==> src/acq_pkg.sv <==
package acq_pkg;
	// channel geometry
	localparam int PODS        = 2;
	localparam int POD_CH      = 17;
	localparam int CHANNELS    = 34;
	localparam int CMP_CH      = 9;
	localparam int AMP_W       = 4;
	localparam int STATE_CLKS  = 6;
	localparam int TAPS        = 16;
	localparam int FIFO_DEPTH  = 8;
	localparam logic [2:0] OPT_WIN = 3'h7;
	// register byte addresses
	localparam logic [7:0] ADDR_CTRL   = 8'h00;
	localparam logic [7:0] ADDR_STATUS = 8'h04;
	localparam logic [7:0] ADDR_THRESH = 8'h08;
	localparam logic [7:0] ADDR_CLKSEL = 8'h0c;
	localparam logic [7:0] ADDR_DIV    = 8'h10;
	localparam logic [7:0] ADDR_PAT    = 8'h14;
	localparam logic [7:0] ADDR_DLO    = 8'h18;
	localparam logic [7:0] ADDR_DHI    = 8'h1c;
	localparam logic [7:0] ADDR_EVENTS = 8'h20;
	localparam logic [7:0] ADDR_TEST   = 8'h24;
	// control, clock select and divider register field positions
	localparam int CTRL_RUN    = 0;
	localparam int CTRL_STOP   = 1;
	localparam int CTRL_MODE_L = 2;
	localparam int CLKSEL_DUAL = 3;
	localparam int DIV_PATHI   = 8;
	// reset values
	localparam logic [3:0] THRESH_RST = 4'h8;
	localparam logic [7:0] DIV_RST    = 8'h00;
	localparam logic [7:0] TEST_RST   = 8'ha5;
	localparam logic [2:0] LINE_RST   = 3'h0;

	typedef enum logic [1:0] {
		ST_IDLE = 2'b00,
		ST_OPT  = 2'b01,
		ST_CAPT = 2'b10
	} acq_state_t;

	typedef struct packed {
		logic test_en;
		logic div_master;
		logic timing;
	} mode_t;

	typedef struct packed {
		logic [1:0] dual_clk;
		logic [2:0] line;
	} clksel_t;
endpackage

==> src/acq_capture.sv <==
`timescale 1ns/1ps

module acq_fifo #(
	parameter int WIDTH = 34,
	parameter int DEPTH = 8
) (
	// clock and reset
	input  wire logic                       clock,
	input  wire logic                       reset,
	// fill side
	input  wire logic                       in_valid,
	output logic                            in_ready,
	input  wire logic [WIDTH-1:0]           in_data,
	// drain side
	output logic                            out_valid,
	input  wire logic                       out_ready,
	output logic [WIDTH-1:0]                out_data,
	output logic [$clog2(DEPTH):0]          level
);
	localparam int AW = $clog2(DEPTH);
	logic [WIDTH-1:0] mem_q [DEPTH];
	logic [AW-1:0]    wr_q;
	logic [AW-1:0]    rd_q;
	logic [AW:0]      cnt_q;
	logic             push;
	logic             pop;

	assign in_ready  = (cnt_q != DEPTH[AW:0]);
	assign out_valid = (cnt_q != '0);
	assign push      = in_valid && in_ready;
	assign pop       = out_valid && out_ready;
	assign out_data  = mem_q[rd_q];
	assign level     = cnt_q;

	always_ff @(posedge clock) begin
		if (push) begin
			mem_q[wr_q] <= in_data;
		end
	end

	always_ff @(posedge clock) begin
		if (reset) begin
			wr_q  <= '0;
			rd_q  <= '0;
			cnt_q <= '0;
		end else begin
			if (push) begin
				wr_q <= wr_q + 1'b1;
			end
			if (pop) begin
				rd_q <= rd_q + 1'b1;
			end
			cnt_q <= cnt_q + (AW+1)'(push) - (AW+1)'(pop);
		end
	end
endmodule

module acq_capture (
	// clock and reset
	input  wire logic                                       clock,
	input  wire logic                                       reset,
	// apb slave
	input  wire logic                                       psel,
	input  wire logic                                       penable,
	input  wire logic                                       pwrite,
	input  wire logic [7:0]                                 paddr,
	input  wire logic [31:0]                                pwdata,
	output logic [31:0]                                     prdata,
	output logic                                            pready,
	output logic                                            pslverr,
	// probe amplitudes, pod 0 in channels 0..16, dual channel last of each pod
	input  wire logic [acq_pkg::CHANNELS-1:0][acq_pkg::AMP_W-1:0] amp_in,
	// clock distribution
	input  wire logic [acq_pkg::STATE_CLKS-1:0]             state_clk_in,
	output logic [acq_pkg::STATE_CLKS-1:0]                  state_clk_drive,
	input  wire logic                                       sync_phase_in,
	output logic [3:0]                                      phase_out,
	input  wire logic                                       div_clk_in,
	output logic                                            div_clk_out,
	// comparator side
	output logic [acq_pkg::PODS-1:0][acq_pkg::AMP_W-1:0]    threshold_out,
	output logic                                            test_bit_out
);
	localparam int RAW_W = acq_pkg::CHANNELS * acq_pkg::AMP_W + acq_pkg::STATE_CLKS + 2;
	localparam int CH    = acq_pkg::CHANNELS;

	acq_pkg::acq_state_t state_q;
	acq_pkg::mode_t      mode_q;
	acq_pkg::clksel_t    clksel_q;
	logic [RAW_W-1:0]    sync1_q;
	logic [RAW_W-1:0]    sync2_q;
	logic [CH-1:0][acq_pkg::AMP_W-1:0] amp_s;
	logic [acq_pkg::PODS-1:0][acq_pkg::AMP_W-1:0] thr_q;
	logic [acq_pkg::STATE_CLKS-1:0] sclk_s;
	logic                phase_s;
	logic                divin_s;
	logic [acq_pkg::STATE_CLKS-1:0] sclk_prev_q;
	logic                phase_prev_q;
	logic                divin_prev_q;
	logic [7:0]          div_q;
	logic [7:0]          div_cnt_q;
	logic [CH-1:0]       pat_q;
	logic [7:0]          test_pat_q;
	logic [2:0]          test_idx_q;
	logic                test_bit_q;
	logic [CH-1:0]       cmp;
	logic [CH-1:0]       hist_q [acq_pkg::TAPS+1];
	logic [3:0]          tap_q;
	logic [2:0]          win_q;
	logic                unstable_q;
	logic                state_rise;
	logic                phase_rise;
	logic                div_rise;
	logic                tick;
	logic                tap_change;
	logic [CH-1:0]       sample;
	logic                push;
	logic                fifo_ready;
	logic                fifo_valid;
	logic [CH-1:0]       fifo_data;
	logic [3:0]          fifo_level;
	logic                pop;
	logic                overrun_q;
	logic                test_fail_q;
	logic [31:0]         events_q;
	logic [31:0]         prdata_q;
	logic                pslverr_q;
	logic                wr_en;
	logic                run_cmd;
	logic                stop_cmd;

	function automatic logic addr_known(input logic [7:0] a);
		addr_known = (a <= acq_pkg::ADDR_TEST) && (a[1:0] == 2'h0);
	endfunction

	////////////////////////////////////////////////////////////////////////////////
	// pin synchronisers
	always_ff @(posedge clock) begin
		sync1_q <= {amp_in, state_clk_in, sync_phase_in, div_clk_in};
		sync2_q <= sync1_q;
	end

	assign {amp_s, sclk_s, phase_s, divin_s} = sync2_q;

	always_ff @(posedge clock) begin
		if (reset) begin
			sclk_prev_q  <= '0;
			phase_prev_q <= 1'b0;
			divin_prev_q <= 1'b0;
		end else begin
			sclk_prev_q  <= sclk_s;
			phase_prev_q <= phase_s;
			divin_prev_q <= divin_s;
		end
	end

	// own sample clock from the six shared lines or the timing sources
	assign state_rise = sclk_s[clksel_q.line] && !sclk_prev_q[clksel_q.line];
	assign phase_rise = phase_s && !phase_prev_q;
	assign div_rise   = divin_s && !divin_prev_q;
	assign tick = !mode_q.timing ? state_rise : ((div_q == 8'h00) ? phase_rise : div_rise);

	////////////////////////////////////////////////////////////////////////////////
	// comparators and delay taps
	assign threshold_out = thr_q;
	generate
		for (genvar c = 0; c < CH; c++) begin : g_cmp
			assign cmp[c] = mode_q.test_en ? test_bit_q
				: (amp_s[c] >= thr_q[c / acq_pkg::POD_CH]);
		end
		for (genvar t = 1; t <= acq_pkg::TAPS; t++) begin : g_tap
			always_ff @(posedge clock) begin
				hist_q[t] <= hist_q[t-1];
			end
		end
	endgenerate

	always_ff @(posedge clock) begin
		hist_q[0] <= cmp;
	end

	// dual channels are dropped from the word only while they clock the state analyzer
	always_comb begin
		sample = hist_q[tap_q];
		for (int p = 0; p < acq_pkg::PODS; p++) begin
			if (!mode_q.timing && clksel_q.dual_clk[p]) begin
				sample[p*acq_pkg::POD_CH + acq_pkg::POD_CH - 1] = 1'b0;
			end
		end
	end

	assign tap_change = hist_q[tap_q] != hist_q[5'({1'b0, tap_q} + 5'h01)];

	////////////////////////////////////////////////////////////////////////////////
	// test pattern, phase generator and divider
	always_ff @(posedge clock) begin
		if (reset) begin
			test_idx_q <= '0;
			test_bit_q <= 1'b0;
		end else if (tick) begin
			test_idx_q <= test_idx_q + 3'h1;
			test_bit_q <= test_pat_q[test_idx_q];
		end
	end

	assign test_bit_out = test_bit_q;

	always_ff @(posedge clock) begin
		if (reset || !mode_q.timing) begin
			phase_out <= 4'h0;
		end else if (phase_out == 4'h0) begin
			phase_out <= 4'h1;
		end else begin
			phase_out <= {phase_out[2:0], phase_out[3]};
		end
	end

	always_ff @(posedge clock) begin
		if (reset || !mode_q.div_master || !mode_q.timing || div_q == 8'h00) begin
			div_cnt_q   <= '0;
			div_clk_out <= 1'b0;
		end else if (phase_rise) begin
			if (div_cnt_q >= div_q - 8'h01) begin
				div_cnt_q   <= '0;
				div_clk_out <= !div_clk_out;
			end else begin
				div_cnt_q <= div_cnt_q + 8'h01;
			end
		end
	end

	always_ff @(posedge clock) begin
		if (reset) begin
			state_clk_drive <= '0;
		end else begin
			for (int l = 0; l < acq_pkg::STATE_CLKS; l++) begin
				state_clk_drive[l] <= !mode_q.timing && (3'(l) == clksel_q.line)
					&& ((clksel_q.dual_clk[0] && hist_q[0][acq_pkg::POD_CH-1])
					|| (clksel_q.dual_clk[1] && hist_q[0][CH-1]));
			end
		end
	end

	////////////////////////////////////////////////////////////////////////////////
	// run sequencing: delay optimisation then capture
	always_ff @(posedge clock) begin
		if (reset || stop_cmd) begin
			state_q    <= acq_pkg::ST_IDLE;
			tap_q      <= '0;
			win_q      <= '0;
			unstable_q <= 1'b0;
		end else if (run_cmd) begin
			state_q    <= acq_pkg::ST_OPT;
			tap_q      <= '0;
			win_q      <= '0;
			unstable_q <= 1'b0;
		end else begin
			case (state_q)
				acq_pkg::ST_IDLE: begin
					state_q <= acq_pkg::ST_IDLE;
				end
				acq_pkg::ST_OPT: begin
					if (tick) begin
						win_q      <= win_q + 3'h1;
						unstable_q <= unstable_q || tap_change;
						if (win_q == acq_pkg::OPT_WIN) begin
							win_q      <= '0;
							unstable_q <= 1'b0;
							if ((!unstable_q && !tap_change) || tap_q == 4'hf) begin
								state_q <= acq_pkg::ST_CAPT;
							end else begin
								tap_q <= tap_q + 4'h1;
							end
						end
					end
				end
				acq_pkg::ST_CAPT: begin
					state_q <= acq_pkg::ST_CAPT;
				end
				default: begin
					state_q <= acq_pkg::ST_IDLE;
				end
			endcase
		end
	end

	assign push = (state_q == acq_pkg::ST_CAPT) && tick && !run_cmd;

	acq_fifo #(
		.WIDTH (CH),
		.DEPTH (acq_pkg::FIFO_DEPTH)
	) u_fifo (
		.clock     (clock),
		.reset     (reset || run_cmd),
		.in_valid  (push),
		.in_ready  (fifo_ready),
		.in_data   (sample),
		.out_valid (fifo_valid),
		.out_ready (pop),
		.out_data  (fifo_data),
		.level     (fifo_level)
	);

	// pattern events, overrun and self-test check
	always_ff @(posedge clock) begin
		if (reset || run_cmd) begin
			events_q    <= '0;
			overrun_q   <= 1'b0;
			test_fail_q <= 1'b0;
		end else if (push) begin
			if (sample == pat_q) begin
				events_q <= events_q + 32'h1;
			end
			if (!fifo_ready) begin
				overrun_q <= 1'b1;
			end
			if (mode_q.test_en && hist_q[tap_q] != {CH{hist_q[tap_q][0]}}) begin
				test_fail_q <= 1'b1;
			end
		end
	end

	////////////////////////////////////////////////////////////////////////////////
	// apb register file
	assign wr_en    = psel && penable && pwrite;
	assign run_cmd  = wr_en && paddr == acq_pkg::ADDR_CTRL && pwdata[acq_pkg::CTRL_RUN];
	assign stop_cmd = wr_en && paddr == acq_pkg::ADDR_CTRL && pwdata[acq_pkg::CTRL_STOP];
	assign pop      = psel && penable && !pwrite && paddr == acq_pkg::ADDR_DHI && fifo_valid;
	assign pready   = 1'b1;
	assign prdata   = prdata_q;
	assign pslverr  = pslverr_q;

	always_ff @(posedge clock) begin
		if (reset) begin
			mode_q     <= '0;
			thr_q      <= {acq_pkg::THRESH_RST, acq_pkg::THRESH_RST};
			clksel_q   <= '{dual_clk: 2'h0, line: acq_pkg::LINE_RST};
			div_q      <= acq_pkg::DIV_RST;
			pat_q      <= '0;
			test_pat_q <= acq_pkg::TEST_RST;
		end else if (wr_en) begin
			case (paddr)
				acq_pkg::ADDR_CTRL:   mode_q <= pwdata[acq_pkg::CTRL_MODE_L +: 3];
				acq_pkg::ADDR_THRESH: thr_q  <= pwdata[7:0];
				acq_pkg::ADDR_CLKSEL: begin
					if (pwdata[2:0] < 3'(acq_pkg::STATE_CLKS)) begin
						clksel_q <= pwdata[4:0];
					end
				end
				acq_pkg::ADDR_DIV: begin
					div_q           <= pwdata[7:0];
					pat_q[CH-1:32]  <= pwdata[acq_pkg::DIV_PATHI +: 2];
				end
				acq_pkg::ADDR_PAT:  pat_q[31:0] <= pwdata;
				acq_pkg::ADDR_TEST: test_pat_q  <= pwdata[7:0];
				default: begin
				end
			endcase
		end
	end

	// read data is latched in the setup cycle and shown in the access cycle
	always_ff @(posedge clock) begin
		if (reset) begin
			prdata_q  <= '0;
			pslverr_q <= 1'b0;
		end else if (psel && !penable) begin
			pslverr_q <= !addr_known(paddr);
			case (paddr)
				acq_pkg::ADDR_CTRL:   prdata_q <= {27'h0, mode_q, 2'h0};
				acq_pkg::ADDR_STATUS: prdata_q <= {19'h0, fifo_valid, test_fail_q, overrun_q,
					fifo_level, tap_q, state_q};
				acq_pkg::ADDR_THRESH: prdata_q <= {24'h0, thr_q};
				acq_pkg::ADDR_CLKSEL: prdata_q <= {27'h0, clksel_q};
				acq_pkg::ADDR_DIV:    prdata_q <= {22'h0, pat_q[CH-1:32], div_q};
				acq_pkg::ADDR_PAT:    prdata_q <= pat_q[31:0];
				acq_pkg::ADDR_DLO:    prdata_q <= fifo_data[31:0];
				acq_pkg::ADDR_DHI:    prdata_q <= {29'h0, fifo_valid, fifo_data[CH-1:32]};
				acq_pkg::ADDR_EVENTS: prdata_q <= events_q;
				acq_pkg::ADDR_TEST:   prdata_q <= {24'h0, test_pat_q};
				default:              prdata_q <= '0;
			endcase
		end
	end
endmodule

==> config.mk <==
export PLATFORM = sky130hd
export DESIGN_NAME = acq_capture
export DESIGN_NICKNAME = d
export VERILOG_FILES = /design/src/acq_pkg.sv /design/src/acq_capture.sv
export SDC_FILE = /design/constraint.sdc
export NUM_CORES = 2
export LEC_CHECK = 0
export BUFFER_PORTS_ARGS = -buffer_cell sky130_fd_sc_hd__buf_4
export CORE_AREA = 2 2 276 305
export CTS_CLUSTER_SIZE = 25
export DETAILED_ROUTE_END_ITERATION = 6
export DIE_AREA = 0 0 278 307
export PLACE_DENSITY = 0.78
export SYNTH_ARGS = -nofsm -noshare
export SYNTH_HDL_FRONTEND = slang
export SYNTH_SLANG_ARGS = --single-unit
export TNS_END_PERCENT = 10
==> constraint.sdc <==
create_clock -name clock -period 6 [get_ports clock]
set_input_delay 1.2 -clock clock [delete_from_list [all_inputs] [get_ports clock]]
set_output_delay 1.2 -clock clock [all_outputs]
set_load 0.02 [all_outputs]
==> flow_metrics.py <==
metrics = {
    "die": {
        "core_area_um2": 82640,
        "chipWidth_um": 278,
        "die_h_um": 307,
        "ios": 243,
        "initial_core_util_pct": 59.18,
        "rows": 111,
        "die_area_um2": 85350,
    },
    "synthesis": {
        "netlist_area_um2": 48910,
        "synth_nets": 3798,
        "yosys.area.top_type": "dfxtp_1",
        "synth_cell_type_count": 66,
        "ys_top_cells_by_area": "dfxtp_1 (43%), edfxtp_1 (17%), mux4_2 (16%)",
        "syn_area_per_cell_um2": 14.19,
        "synth_seq_area_share_pct": 59.97,
        "ys_seq_elements": 1329,
        "synth_top_area_share_pct": 43.27,
        "syn_inst": 3446,
        "yosysWarnings": 0,
        "synth_flop_cell": "dfxtp_1",
        "ys_async_sr_fraction_pct": 0,
        "synth_edf_count": 272,
    },
    "cts": {
        "clock_latency_ns": 0.72,
        "numCtsBuffers": 120,
        "cts_tree": "yes",
        "cts_sinks": 1329,
        "cts_setup_buffers": 0,
        "root_buffer": "clkbuf_16",
        "h-tree-depth": 3,
        "cts_buffer_depth": 3,
        "clkTransAtPathRegs_ns": 0.06,
        "cts-hold-fix-buffers": 0,
        "cts.repair.resized": 0,
    },
    "detailed_routing": {
        "wl_met1_um": 44060,
        "viasPerCell": 5.994,
        "final_antenna_net_count": 0,
        "wl_met3_um": 9174,
        "top_layer": "met4",
        "drc": 1,
        "vias": 29259,
        "drtIter0Drc": 2710,
        "drtPass1Iterations": 7,
        "wl_per_cell_um": 23.27,
        "dr_wl_met2_um": 55840,
        "wl_um": 113600,
    },
    "timing": {
        "rsz0062_at_grt": "no",
        "clock_skew_ns": 0.03428,
        "period_share_pct": 77.86,
        "whs_ns": 0.3201,
        "slew_viol_final": 0,
        "finalSetupViolations": 0,
        "fmax_mhz": 214.1,
        "tns_ns": 0,
        "hold_violations": 0,
        "fin_crit_ns": 4.672,
        "slew_headroom_pct": 15.20,
        "worstMarginPinSlew_ns": 1.269,
    },
    "place": {
        "dp_hpwl_um": 75120,
        "portBuffers": 241,
        "place_area_um2": 52120,
        "gp_congestion": 0.9062,
    },
    "worst_setup_path": {
        "path_max_fanout": 38,
        "start_kind": "flip-flop",
        "crit_path_max_incr_delay_ns": 0.74,
        "critPathCaptureType": "flip-flop",
        "cp.arrival_ns": 5.25,
        "worstPathCellList": "buf_12 -> mux4_2 -> mux4_2 -> xor2_1 -> nor4_1 -> nand4_2 -> nor4_4 -> buf_4 -> nand4_1 -> xor2_1 -> nor2_1",
        "crit_family": "simple AND/OR/NAND/NOR gates",
        "path_buf_inv": 2,
        "required_ns": 6.58,
        "cpMaxStageDelayCell": "nor4_4",
        "critPathKind": "reg -> reg",
    },
    "run_status": {
        "violations": "DRC",
        "status": "finished with violations",
    },
    "layout": {
        "nNetsFinal": 4054,
        "final_cell_area_um2": 56490,
        "antenna_cells": 0,
        "final_cell_mix": "dfxtp_1 (1048), mux4_2 (351), buf_4 (307)",
        "drive_gt1_share_pct": 24.42,
        "num-fill-cells": 5512,
        "area_growth_pct": 15.51,
        "layout_commonest_cell": "dfxtp_1",
    },
    "global_route": {
        "grt_max_degree": 131,
        "grt_antenna_before_repair": 2,
        "grt_usage_pct": 26.94,
        "grt_pass1_vias": 29923,
        "grt_pass1_wl_um": 175400,
        "overflow": 0,
    },
    "power_and_ir_drop": {
        "power_density_nw_per_um2": 330.0,
        "p_leak_nw": 21.18,
        "peakVddDrop_uv": 336.4,
    },
    "flow_run": {
        "max_cap_viol_count": 0,
    },
    "min_path": {
        "hold_path_class": "reg -> reg",
    },
}
[path summary, 6_finish.rpt]
path | from | to | slack [ns] | depth (start not counted)
worst max register to register | flip-flop | events_q[24] | 1.33 | 11
worst max-delay path | flip-flop | events_q[24] | 1.33 | 11
worst min register to register | sync1_q[66] | sync2_q[66] | 0.32 | 0
worst min-delay path | sync1_q[66] | sync2_q[66] | 0.32 | 0
[cells in the mapped netlist (all sizes together) (2+ instances only)]
cell type  instances
and3              17
o211ai             4
clkbuf           118
o221ai             4
o2111ai            4
a21o              10
nor2b             51
nor4              23
or3                3
o21ai             81
nor3b             10
a21oi            139
a22o               4
nor3              22
o21bai             3
a21boi             4
a31oi             12
edfxtp           272
o22ai              5
mux2i            160
a221oi            16
o31ai              2
mux2               6
nor2             167
a222oi             5
a32oi             15
and2              15
xor2              66
buf               69
nand2            221
inv               62
xnor2             48
a211oi             4
nand3b            14
ha               162
nand2b            63
nand3             40
nand4             20
and4              12
nand4b             2
a22oi             67
dfxtp           1057
o21a               4
mux4             351
[flip-flops by register name, indices dropped and copies added (netlist names), 4 cells and up, named ones only]
signal	count
hist_q	578
u_fifo.mem_q	272
sync1_q	144
sync2_q	144
pat_q	34
events_q	32
prdata	32
div_cnt_q	8
div_q	8
test_pat_q	8
threshold_out	8
sclk_prev_q	6
state_clk_drive	6
clksel_q	5
phase_out	4
tap_q	4
u_fifo.level	4
[cell families (layout without fill, tap and decap cells)]
logic type | after synthesis | count (layout) | share of synthesized area (%)
and+or+nand+nor | 684 | 684 | 7.025
AOI/OAI and AO/OA | 389 | 389 | 4.966
xor gates and xnor gates | 114 | 114 | 2.057
buffers and inverters | 249 | 611 | 2.213
adders and majority gates | 163 | 163 | 4.186
other | 1 | 1 | 0.007668
muxes | 517 | 517 | 19.58
DFF | 1329 | 1329 | 59.97
[worst register-to-register path: stages (launching register included)]
cell and delay (ns):
dfxtp_4 0.71, buf_12 0.38, mux4_2 0.57, mux4_2 0.69, xor2_1 0.23, nor4_1 0.30
nand4_2 0.29, nor4_4 0.74, buf_4 0.27, nand4_1 0.11, xor2_1 0.19, nor2_1 0.06
[area by class of cell]
cell class | count | area, um^2 | area share, %
inverters | 62 | 232.7 | 0.4120
repair buffers | 321 | 2585 | 4.576
well taps | 1073 | 1343 | 2.377
flip-flops and latches | 1329 | 29350 | 51.96
clock buffers | 177 | 3612 | 6.395
clock inverters | 51 | 755.7 | 1.338
multi-input cells | 1868 | 18610 | 32.94
[power by group]
part / leakage (nW) / internal (W) / total, W / switching (W)
logic: 7.74 / 0.000378 / 0.000693 / 0.000315
registers: 11.3 / 0.00952 / 0.00975 / 0.000235
clock network: 2.14 / 0.00487 / 0.00820 / 0.00333
total: 21.2 / 0.0148 / 0.0186 / 0.00388
[through the flow]
step | cells | worst slack [ns] | power, W | util (%)
CTS | 4881 | 1.320 | 0.01874 | 68.36
floorplan | 3446 | 0.3837 | 0.01027 | -
detailed placement | 4653 | 1.281 | 0.01062 | 63.07
finish | 4881 | 1.328 | 0.01864 | 68.36
global route | 4881 | 1.030 | 0.01921 | 68.36
global placement | 4653 | 1.347 | 0.01059 | 63.07
[per-layer routing]
layer	vias up	GRT usage [%]
met5	-	0
met3	235	5.007
met4	0	11.21
li1	13309	-
met2	1198	45.50
met1	14517	34.33
No activity file was read; power rests on OpenSTA's default activity.
